## src/clock_routing_defines.vh

```
// register map, field positions and reset values of the clock routing control
`ifndef CLOCK_ROUTING_DEFINES_VH
`define CLOCK_ROUTING_DEFINES_VH

// ----------------------------------------------------------------
// register offsets
// ----------------------------------------------------------------
`define ADDR_PLL_DIVIDER_POWERDOWN 7'h74
`define ADDR_PLL_RATE_CONFIG       7'h75
`define ADDR_CONVERTER_CLOCK_SEL   7'h76
`define ADDR_INTERNAL_CLOCK_SEL    7'h77
`define ADDR_PLL_REFERENCE_SEL     7'h78
`define ADDR_OUTPUT_ENABLE         7'h7A

// ----------------------------------------------------------------
// reset values
// ----------------------------------------------------------------
`define RST_PLL_DIVIDER_POWERDOWN 8'h00
`define RST_PLL_RATE_CONFIG       8'h00
`define RST_CONVERTER_CLOCK_SEL   8'h00
`define RST_INTERNAL_CLOCK_SEL    8'h00
`define RST_PLL_REFERENCE_SEL     8'h00
`define RST_OUTPUT_ENABLE         8'h00

// ----------------------------------------------------------------
// field positions
// ----------------------------------------------------------------
`define POS_RECOVERED_ROUTE   6
`define POS_MASTER_OUT_HALVE  5
`define POS_REF_HALVE         4
`define POS_SECOND_PLL_PD     3
`define POS_FIRST_PLL_PD      2
`define POS_CRYSTAL_PD        1
`define POS_THIRD_SYSTEM_CLOCK_HALF      0
`define POS_SECOND_RATE       6
`define POS_SECOND_RATIO      5
`define POS_SECOND_DOUBLE     4
`define POS_FIRST_RATE        2
`define POS_FIRST_RATIO       1
`define POS_FIRST_DOUBLE      0
`define POS_PLAYBACK_SEL      5
`define POS_RECORD_SEL        2
`define POS_SECOND_ICLK_SEL   0
`define POS_FIRST_ICLK_SEL    3
`define POS_SECOND_PLL_OSEL   1
`define POS_FIRST_PLL_OSEL    0
`define POS_SECOND_PLL_REF    7
`define POS_FIRST_PLL_REF     6
`define POS_SYS1_DISABLE      2
`define POS_SYS2_DISABLE      1
`define POS_SYS3_DISABLE      0

// ----------------------------------------------------------------
// writable masks and codes
// ----------------------------------------------------------------
`define MASK_INTERNAL_CLOCK_SEL 8'h1F
`define MASK_PLL_REFERENCE_SEL  8'hC0
`define MASK_OUTPUT_ENABLE      8'h07
`define ROUTE_RECEIVER          2'h3
`define NUM_HALVERS             6

`endif

```

## src/pll_clock_routing_control.v

```verilog
// clock routing, divider and PLL configuration registers of the audio master clock generator
`include "clock_routing_defines.vh"

module pll_clock_routing_control (
	input  wire       clk,
	input  wire       reset,
	input  wire [6:0] reg_addr,
	input  wire [7:0] reg_wdata,
	input  wire       reg_write,
	input  wire       reg_read,
	output reg  [7:0] reg_rdata,
	output reg        reg_rvalid,
	input  wire       crystal_input_clock,
	input  wire       external_master_input,
	input  wire       first_pll_output,
	input  wire       pll_output_two,
	input  wire       pll_output_three,
	input  wire       pll_block_sysclk_512,
	input  wire       receiver_clock_512,
	input  wire       receiver_clock_256,
	input  wire       receiver_recovered_clock,
	output reg        master_clock_output,
	output reg        first_pll_reference,
	output reg        second_pll_reference,
	output reg        first_internal_pll_clock,
	output reg        second_internal_pll_clock,
	output reg        playback_conv_clock,
	output reg        record_conv_clock,
	output reg        first_internal_clock,
	output reg        second_internal_clock,
	output reg        first_system_clock,
	output reg        second_system_clock,
	output reg        third_system_clock,
	output reg  [1:0] first_pll_rate_sel,
	output reg  [1:0] second_pll_rate_sel,
	output reg        first_pll_ratio_sel,
	output reg        second_pll_ratio_sel,
	output reg        first_pll_rate_double,
	output reg        second_pll_rate_double,
	output reg        first_pll_powerdown,
	output reg        second_pll_powerdown,
	output reg        crystal_osc_powerdown
);

	// ----------------------------------------------------------------
	// register storage
	// ----------------------------------------------------------------
	// one byte per mapped offset; reserved bits are dropped on write
	reg  [7:0] pll_divider_powerdown;
	reg  [7:0] pll_rate_config;
	reg  [7:0] converter_clock_select;
	reg  [7:0] internal_clock_select;
	reg  [7:0] pll_reference_select;
	reg  [7:0] output_enable;

	// ----------------------------------------------------------------
	// decoded fields
	// ----------------------------------------------------------------
	wire [1:0] recovered_clock_route;
	wire       master_out_halve;
	wire       pll_reference_halve;
	wire       third_system_clock_half_rate;
	wire [2:0] playback_conv_clock_sel;
	wire [2:0] record_conv_clock_sel;
	wire [1:0] first_internal_clock_sel;
	wire [1:0] second_internal_clock_sel;
	wire       first_pll_output_sel;
	wire [1:0] second_pll_output_sel;
	wire       first_pll_ref_sel;
	wire       second_pll_ref_sel;

	// slices of the register bytes, named by the path they steer
	assign recovered_clock_route     = pll_divider_powerdown[`POS_RECOVERED_ROUTE +: 2];
	assign master_out_halve          = pll_divider_powerdown[`POS_MASTER_OUT_HALVE];
	assign pll_reference_halve       = pll_divider_powerdown[`POS_REF_HALVE];
	assign third_system_clock_half_rate         = pll_divider_powerdown[`POS_THIRD_SYSTEM_CLOCK_HALF];
	assign playback_conv_clock_sel   = converter_clock_select[`POS_PLAYBACK_SEL +: 3];
	assign record_conv_clock_sel     = converter_clock_select[`POS_RECORD_SEL +: 3];
	assign second_internal_clock_sel = converter_clock_select[`POS_SECOND_ICLK_SEL +: 2];
	assign first_internal_clock_sel  = internal_clock_select[`POS_FIRST_ICLK_SEL +: 2];
	assign second_pll_output_sel     = internal_clock_select[`POS_SECOND_PLL_OSEL +: 2];
	assign first_pll_output_sel      = internal_clock_select[`POS_FIRST_PLL_OSEL];
	assign first_pll_ref_sel         = pll_reference_select[`POS_FIRST_PLL_REF];
	assign second_pll_ref_sel        = pll_reference_select[`POS_SECOND_PLL_REF];

	// ----------------------------------------------------------------
	// register writes
	// ----------------------------------------------------------------
	// reserved bits are masked on write so they always read back as zero
	always @(posedge clk) begin
		if (reset) begin
			pll_divider_powerdown  <= `RST_PLL_DIVIDER_POWERDOWN;
			pll_rate_config        <= `RST_PLL_RATE_CONFIG;
			converter_clock_select <= `RST_CONVERTER_CLOCK_SEL;
			internal_clock_select  <= `RST_INTERNAL_CLOCK_SEL;
			pll_reference_select   <= `RST_PLL_REFERENCE_SEL;
			output_enable          <= `RST_OUTPUT_ENABLE;
		end else if (reg_write) begin
			case (reg_addr)
				`ADDR_PLL_DIVIDER_POWERDOWN: pll_divider_powerdown <= reg_wdata;
				`ADDR_PLL_RATE_CONFIG:       pll_rate_config <= reg_wdata;
				`ADDR_CONVERTER_CLOCK_SEL:   converter_clock_select <= reg_wdata;
				`ADDR_INTERNAL_CLOCK_SEL:    internal_clock_select <= reg_wdata & `MASK_INTERNAL_CLOCK_SEL;
				`ADDR_PLL_REFERENCE_SEL:     pll_reference_select <= reg_wdata & `MASK_PLL_REFERENCE_SEL;
				`ADDR_OUTPUT_ENABLE:         output_enable <= reg_wdata & `MASK_OUTPUT_ENABLE;
				default: ;
			endcase
		end
	end

	// ----------------------------------------------------------------
	// register reads
	// ----------------------------------------------------------------
	// unmapped offsets answer zero so software never sees stale data
	always @(posedge clk) begin
		if (reset) begin
			reg_rdata  <= 8'h00;
			reg_rvalid <= 1'b0;
		end else begin
			reg_rvalid <= reg_read;
			if (reg_read) begin
				case (reg_addr)
					`ADDR_PLL_DIVIDER_POWERDOWN: reg_rdata <= pll_divider_powerdown;
					`ADDR_PLL_RATE_CONFIG:       reg_rdata <= pll_rate_config;
					`ADDR_CONVERTER_CLOCK_SEL:   reg_rdata <= converter_clock_select;
					`ADDR_INTERNAL_CLOCK_SEL:    reg_rdata <= internal_clock_select;
					`ADDR_PLL_REFERENCE_SEL:     reg_rdata <= pll_reference_select;
					`ADDR_OUTPUT_ENABLE:         reg_rdata <= output_enable;
					default:                     reg_rdata <= 8'h00;
				endcase
			end
		end
	end

	// ----------------------------------------------------------------
	// source gating for powered-down units
	// ----------------------------------------------------------------
	// a stopped unit holds its clock low and its halved copy freezes at its last level, so no stale edge passes
	wire crystal_live;
	wire first_pll_live;
	wire second_fs2_live;
	wire second_fs3_live;

	assign crystal_live    = crystal_input_clock & ~pll_divider_powerdown[`POS_CRYSTAL_PD];
	assign first_pll_live  = first_pll_output & ~pll_divider_powerdown[`POS_FIRST_PLL_PD];
	assign second_fs2_live = pll_output_two & ~pll_divider_powerdown[`POS_SECOND_PLL_PD];
	assign second_fs3_live = pll_output_three & ~pll_divider_powerdown[`POS_SECOND_PLL_PD];

	// ----------------------------------------------------------------
	// divide-by-two stages
	// ----------------------------------------------------------------
	// index 0 external, 1 crystal, 2 first PLL, 3 output two, 4 output three, 5 sysclk source
	wire [`NUM_HALVERS-1:0] halver_in;
	wire [`NUM_HALVERS-1:0] halved;

	assign halver_in = {pll_block_sysclk_512, second_fs3_live, second_fs2_live,
		first_pll_live, crystal_live, external_master_input};

	// each stage toggles on a rising edge; inputs must stay below a quarter of clk
	genvar gi;
	generate
		for (gi = 0; gi < `NUM_HALVERS; gi = gi + 1) begin : g_halve
			// stage state stays local so every flop has a single driver
			reg prev_level;  // last sample of the source
			reg half_level;  // divided clock of this stage

			always @(posedge clk) begin
				if (reset) begin
					prev_level <= 1'b0;
					half_level <= 1'b0;
				end else begin
					prev_level <= halver_in[gi];
					if (halver_in[gi] & ~prev_level) begin
						half_level <= ~half_level;
					end
				end
			end

			assign halved[gi] = half_level;
		end
	endgenerate

	// ----------------------------------------------------------------
	// clock selection network
	// ----------------------------------------------------------------
	// one next value per registered clock output except the first and second system clocks, plus the PLL master clock
	reg next_master_out;
	reg next_pll_master;
	reg next_first_ref;
	reg next_second_ref;
	reg next_first_int_pll;
	reg next_second_int_pll;
	reg next_playback;
	reg next_record;
	reg next_first_iclk;
	reg next_second_iclk;
	reg next_third_sys;

	// master output and the PLL master clock derived from the crystal
	always @* begin
		next_master_out = master_out_halve ? halved[0] : external_master_input;
		next_pll_master = pll_reference_halve ? halved[1] : crystal_live;
	end

	// PLL references: the external input is never divided on this path
	always @* begin
		next_first_ref  = first_pll_ref_sel ? external_master_input : next_pll_master;
		next_second_ref = second_pll_ref_sel ? external_master_input : next_pll_master;
	end

	// internal PLL clocks, full or halved
	always @* begin
		next_first_int_pll = first_pll_output_sel ? halved[2] : first_pll_live;
		case (second_pll_output_sel)
			2'h0:    next_second_int_pll = second_fs2_live;
			2'h1:    next_second_int_pll = halved[3];
			2'h2:    next_second_int_pll = second_fs3_live;
			2'h3:    next_second_int_pll = halved[4];
			default: next_second_int_pll = second_fs2_live;
		endcase
	end

	// converter clocks share one encoding; spare codes fall back to the crystal
	always @* begin
		case (playback_conv_clock_sel)
			3'h0:    next_playback = crystal_live;
			3'h1:    next_playback = external_master_input;
			3'h2:    next_playback = next_first_int_pll;
			3'h3:    next_playback = next_second_int_pll;
			3'h4:    next_playback = receiver_clock_512;
			3'h5:    next_playback = receiver_clock_256;
			default: next_playback = crystal_live;
		endcase
	end

	// record converter clock, same encoding as playback
	always @* begin
		case (record_conv_clock_sel)
			3'h0:    next_record = crystal_live;
			3'h1:    next_record = external_master_input;
			3'h2:    next_record = next_first_int_pll;
			3'h3:    next_record = next_second_int_pll;
			3'h4:    next_record = receiver_clock_512;
			3'h5:    next_record = receiver_clock_256;
			default: next_record = crystal_live;
		endcase
	end

	// the two internal clocks
	always @* begin
		case (first_internal_clock_sel)
			2'h0:    next_first_iclk = crystal_live;
			2'h1:    next_first_iclk = external_master_input;
			2'h2:    next_first_iclk = next_first_int_pll;
			2'h3:    next_first_iclk = next_second_int_pll;
			default: next_first_iclk = crystal_live;
		endcase
	end

	// second internal clock, same four sources as the first
	always @* begin
		case (second_internal_clock_sel)
			2'h0:    next_second_iclk = crystal_live;
			2'h1:    next_second_iclk = external_master_input;
			2'h2:    next_second_iclk = next_first_int_pll;
			2'h3:    next_second_iclk = next_second_int_pll;
			default: next_second_iclk = crystal_live;
		endcase
	end

	// third system clock: reserved route codes keep the PLL block source
	always @* begin
		if (recovered_clock_route == `ROUTE_RECEIVER) begin
			next_third_sys = receiver_recovered_clock;
		end else begin
			next_third_sys = third_system_clock_half_rate ? halved[5] : pll_block_sysclk_512;
		end
	end

	// ----------------------------------------------------------------
	// output flops
	// ----------------------------------------------------------------
	// registering every clock adds one cycle of latency but keeps outputs glitch free
	always @(posedge clk) begin
		if (reset) begin
			master_clock_output       <= 1'b0;
			first_pll_reference       <= 1'b0;
			second_pll_reference      <= 1'b0;
			first_internal_pll_clock  <= 1'b0;
			second_internal_pll_clock <= 1'b0;
			playback_conv_clock       <= 1'b0;
			record_conv_clock         <= 1'b0;
			first_internal_clock      <= 1'b0;
			second_internal_clock     <= 1'b0;
			first_system_clock        <= 1'b0;
			second_system_clock       <= 1'b0;
			third_system_clock        <= 1'b0;
		end else begin
			master_clock_output       <= next_master_out;
			first_pll_reference       <= next_first_ref;
			second_pll_reference      <= next_second_ref;
			first_internal_pll_clock  <= next_first_int_pll;
			second_internal_pll_clock <= next_second_int_pll;
			playback_conv_clock       <= next_playback;
			record_conv_clock         <= next_record;
			first_internal_clock      <= next_first_iclk;
			second_internal_clock     <= next_second_iclk;
			first_system_clock        <= first_pll_live & ~output_enable[`POS_SYS1_DISABLE];
			second_system_clock       <= second_fs2_live & ~output_enable[`POS_SYS2_DISABLE];
			third_system_clock        <= next_third_sys & ~output_enable[`POS_SYS3_DISABLE];
		end
	end

	// ----------------------------------------------------------------
	// analog PLL configuration outputs
	// ----------------------------------------------------------------
	// rate codes pass unchanged; the reserved code is the analog side's concern
	always @(posedge clk) begin
		if (reset) begin
			first_pll_rate_sel     <= 2'h0;
			second_pll_rate_sel    <= 2'h0;
			first_pll_ratio_sel    <= 1'b0;
			second_pll_ratio_sel   <= 1'b0;
			first_pll_rate_double  <= 1'b0;
			second_pll_rate_double <= 1'b0;
			first_pll_powerdown    <= 1'b0;
			second_pll_powerdown   <= 1'b0;
			crystal_osc_powerdown  <= 1'b0;
		end else begin
			second_pll_rate_sel    <= pll_rate_config[`POS_SECOND_RATE +: 2];
			first_pll_rate_sel     <= pll_rate_config[`POS_FIRST_RATE +: 2];
			second_pll_ratio_sel   <= pll_rate_config[`POS_SECOND_RATIO];
			first_pll_ratio_sel    <= pll_rate_config[`POS_FIRST_RATIO];
			second_pll_rate_double <= pll_rate_config[`POS_SECOND_DOUBLE];
			first_pll_rate_double  <= pll_rate_config[`POS_FIRST_DOUBLE];
			second_pll_powerdown   <= pll_divider_powerdown[`POS_SECOND_PLL_PD];
			first_pll_powerdown    <= pll_divider_powerdown[`POS_FIRST_PLL_PD];
			crystal_osc_powerdown  <= pll_divider_powerdown[`POS_CRYSTAL_PD];
		end
	end

endmodule // pll_clock_routing_control

```

## config.mk

```make
export PLATFORM = sky130hd
export DESIGN_NAME = pll_clock_routing_control
export DESIGN_NICKNAME = d
export VERILOG_FILES = /design/src/pll_clock_routing_control.v
export VERILOG_INCLUDE_DIRS = /design/src
export SDC_FILE = /design/constraint.sdc
export NUM_CORES = 1
export LEC_CHECK = 0
export BUFFER_PORTS_ARGS = -buffer_cell sky130_fd_sc_hd__buf_4
export CAP_MARGIN = 20
export CORE_UTILIZATION = 55
export CTS_CLUSTER_DIAMETER = 200
export DETAILED_ROUTE_END_ITERATION = 6
export PLACE_DENSITY = 0.79
export SLEW_MARGIN = 20
export SYNTH_ARGS = -nofsm -noshare
export SYNTH_HDL_FRONTEND = slang
export SYNTH_SLANG_ARGS = --single-unit
```

## constraint.sdc

```tcl
create_clock -name clk -period 2.1 [get_ports clk]
set_input_delay 0.315 -clock clk [delete_from_list [all_inputs] [get_ports clk]]
set_output_delay 0.315 -clock clk [all_outputs]
set_load 0.005 [all_outputs]
```

==> run metrics <==
Worst EP arrival=2.01 ns; GP Congestion=0.8796; Worst Setup Slack, final=about 0.33 ns; global-route wire length before repair=~12 mm; CTS clock-pin slew for the worst setup and hold paths=0.08 ns; number of CTS-inserted buffers=9; CTS tree=built; kind of path behind the tightest hold check=primary input to flip-flop; setup tns final=0 ns; Net count, final=approximately 400; detail-routed via count per cell=5.631; first-pass iteration count of the detailed router=4; Final Routed Wirelength=7.129 mm; maximum vdd drop=616.2 µV; Die ar.=6133 µm²; share of async-settable or async-resettable flops after synthesis=0; most frequent standard cell in the layout excluding fill and tap cells=dfxtp_1; Setup Slack @ Placement=0.3618 ns; antenna violations before repair=0; share of the cycle needed by the critical path after routing=0.8427; number of cells traversed by the worst hold path=2; number of input and output port buffers inserted=~60; Slew @ Worst Pin=0.6297 ns; run status=complete, no violations; max-slew violations=0; count of routing violations after the opening detailed-route iteration=about 170; vias post-DR=2545; Post CTS Setup Buffer Count=0; Max Freq=0.5651 GHz; die extent in x=roughly 80 µm; Rel. slew slack=0.5763; clk root buf=clkbuf_8; leakage power=0.001526 µW; post-synth cell types=45; Hold-fix buffers, CTS=0; startpoint kind of the worst setup timing path=flip-flop; area taken by flip-flops and latches=~1600 µm²; remaining design rule violation count=0; largest driver fanout on the critical path=6; length in cells of the worst reg-to-reg path=4; core outline area=5574 µm²; clock net sink count=78; worst clock skew=0.008613 ns; Critical Path End Type=flip-flop; number of standard cells after synthesis=317; number of flops mapped to enable cells by yosys=0; count of final setup violators=0; site row count=27; synthesized flop and latch total=78; effective utilization at floorplan=0.5746; number of inserted diodes=0; pwr/cell area=752.7 nW/µm²; average size of a mapped cell=10.10 µm²; Post-Syn Nets=about 350; class of the most critical setup path=flip-flop to flip-flop; quantity of gates resized following cts=0; num ports=60; final-report hold violation count=0; ratio of cells with drive above 1 in the final layout=0.2421; GRT overflow=0; dpl hpwl=5.068 mm; H-Tree Level Count=3; share of synthesized area occupied by flip-flops and latches=0.4875; Layout Area Growth over Synthesis=22.38%; number of antenna-violating nets in the routed design=0; number of global-route vias before repair=between 2000 and 2500; flip-flop cell with the highest count after synthesis=dfxtp_1; Tot GR Track Use=0.2541; data required time of the critical path=2.34 ns; die height=78.32 µm; leading cell types in the layout, fill and taps excluded=78 x dfxtp_1, 64 x buf_4, 49 x nor2_1; pin count of the biggest net entering global routing=48; total of fill cells in the finished design=436; routed len/inst=15.77 µm; number of max-cap violations=0; summed instance area of the synthesized netlist=3203 µm²; multi-input logic area=1565 µm²; clock buffer depth=2; Final Critical Period=1.770 ns; count of yosys warnings during synthesis=0; RSZ-0062 raised after global routing=false; worst-skew pair later-pin latency=between 0.3 and 0.4 ns
## power by group
group / internal, µW / switching, µW
sequential: 1510 / 14.3
clock: 699 / 523
combinational: 94.0 / 111
## path summary, 6_finish.rpt
| kind | start | to | slack, ns |
|---|---|---|---|
| hold / removal | pll_block_sysclk_512 | g_halve[5].prev_level | 0.19 |
| setup reg to reg | internal_clock_select[1] | second_internal_clock | 0.33 |
| setup / recovery | internal_clock_select[1] | second_internal_clock | 0.33 |
| hold reg to reg | reg_rdata[7] | reg_rdata[7] | 0.47 |
## area by class of cell
type,instances,share of cell area
Inverter,2,0.001915
Timing Repair Buffer,64,0.1226
Tap cell,72,0.02298
Multi-Input combinational cell,220,0.3993
Clock buffer,12,0.03703
Sequential cell,78,0.3983
Clock inverter,4,0.01787
## state kept, by name, indices dropped and copies added (netlist names), 2 cells and up
signal,flops
pll_reference_select,2
pll_rate_config,8
reg_rdata,8
second_pll_rate_sel,2
internal_clock_select,5
g_halve.prev_level,6
first_pll_rate_sel,2
g_halve.half_level,6
output_enable,3
converter_clock_select,8
pll_divider_powerdown,8
## kinds of logic (layout without fill, tap and decap cells)
kind of cell | after synthesis | after routing | synth area share
AND/OR/NAND/NOR | 125 | 125 | 0.2191
buffers and inverters | 19 | 82 | 0.02383
flip-flops | 78 | 78 | 0.4875
multiplexers | 47 | 47 | 0.1629
XOR/XNOR | 2 | 2 | 0.005470
AO/OA/AOI/OAI | 46 | 46 | 0.1012
## worst max-delay path: stages, from the launching register on
cell      delay [ns]
dfxtp_1         0.37
or3b_2          0.47
a32oi_2         0.33
mux2i_1         0.15
a211oi_1        0.34
## routing by layer
metal	share of wire	wire [µm]	track usage
met5	0	0	0
met2	0.46	3246	0.3895
met3	0.056	397	0.06628
met4	0.023	167	0.1167
met1	0.47	3317	0.3353
## metrics by stage
step           hold WS [ns]  cell area, µm²  cells  utilization  total power [µW]
2_1_floorplan        0.4210            3203    317            -              1663
3_3_place_gp         0.4457            3705    436       0.6646              1759
3_5_place_dp         0.4507            3705    436       0.6646              1762
4_1_cts              0.1819            3920    452       0.7033              2980
5_1_grt              0.1815            3920    452       0.7033              3062
6_report             0.1884            3920    452       0.7033              2951
## synth_stat cells, drive strengths merged, types with 6 or more instances
cell / n / area, µm²
nor2: 49 / 183.9
nand2: 12 / 45.04
nor2b: 21 / 131.4
nand2b: 8 / 52.55
buf: 7 / 31.28
a21oi: 9 / 45.04
mux2i: 42 / 420.4
clkbuf: 10 / 37.54
dfxtp: 78 / 1562
nor3: 6 / 57.55
o21ai: 11 / 55.05
No activity file was read; power rests on OpenSTA's default activity.
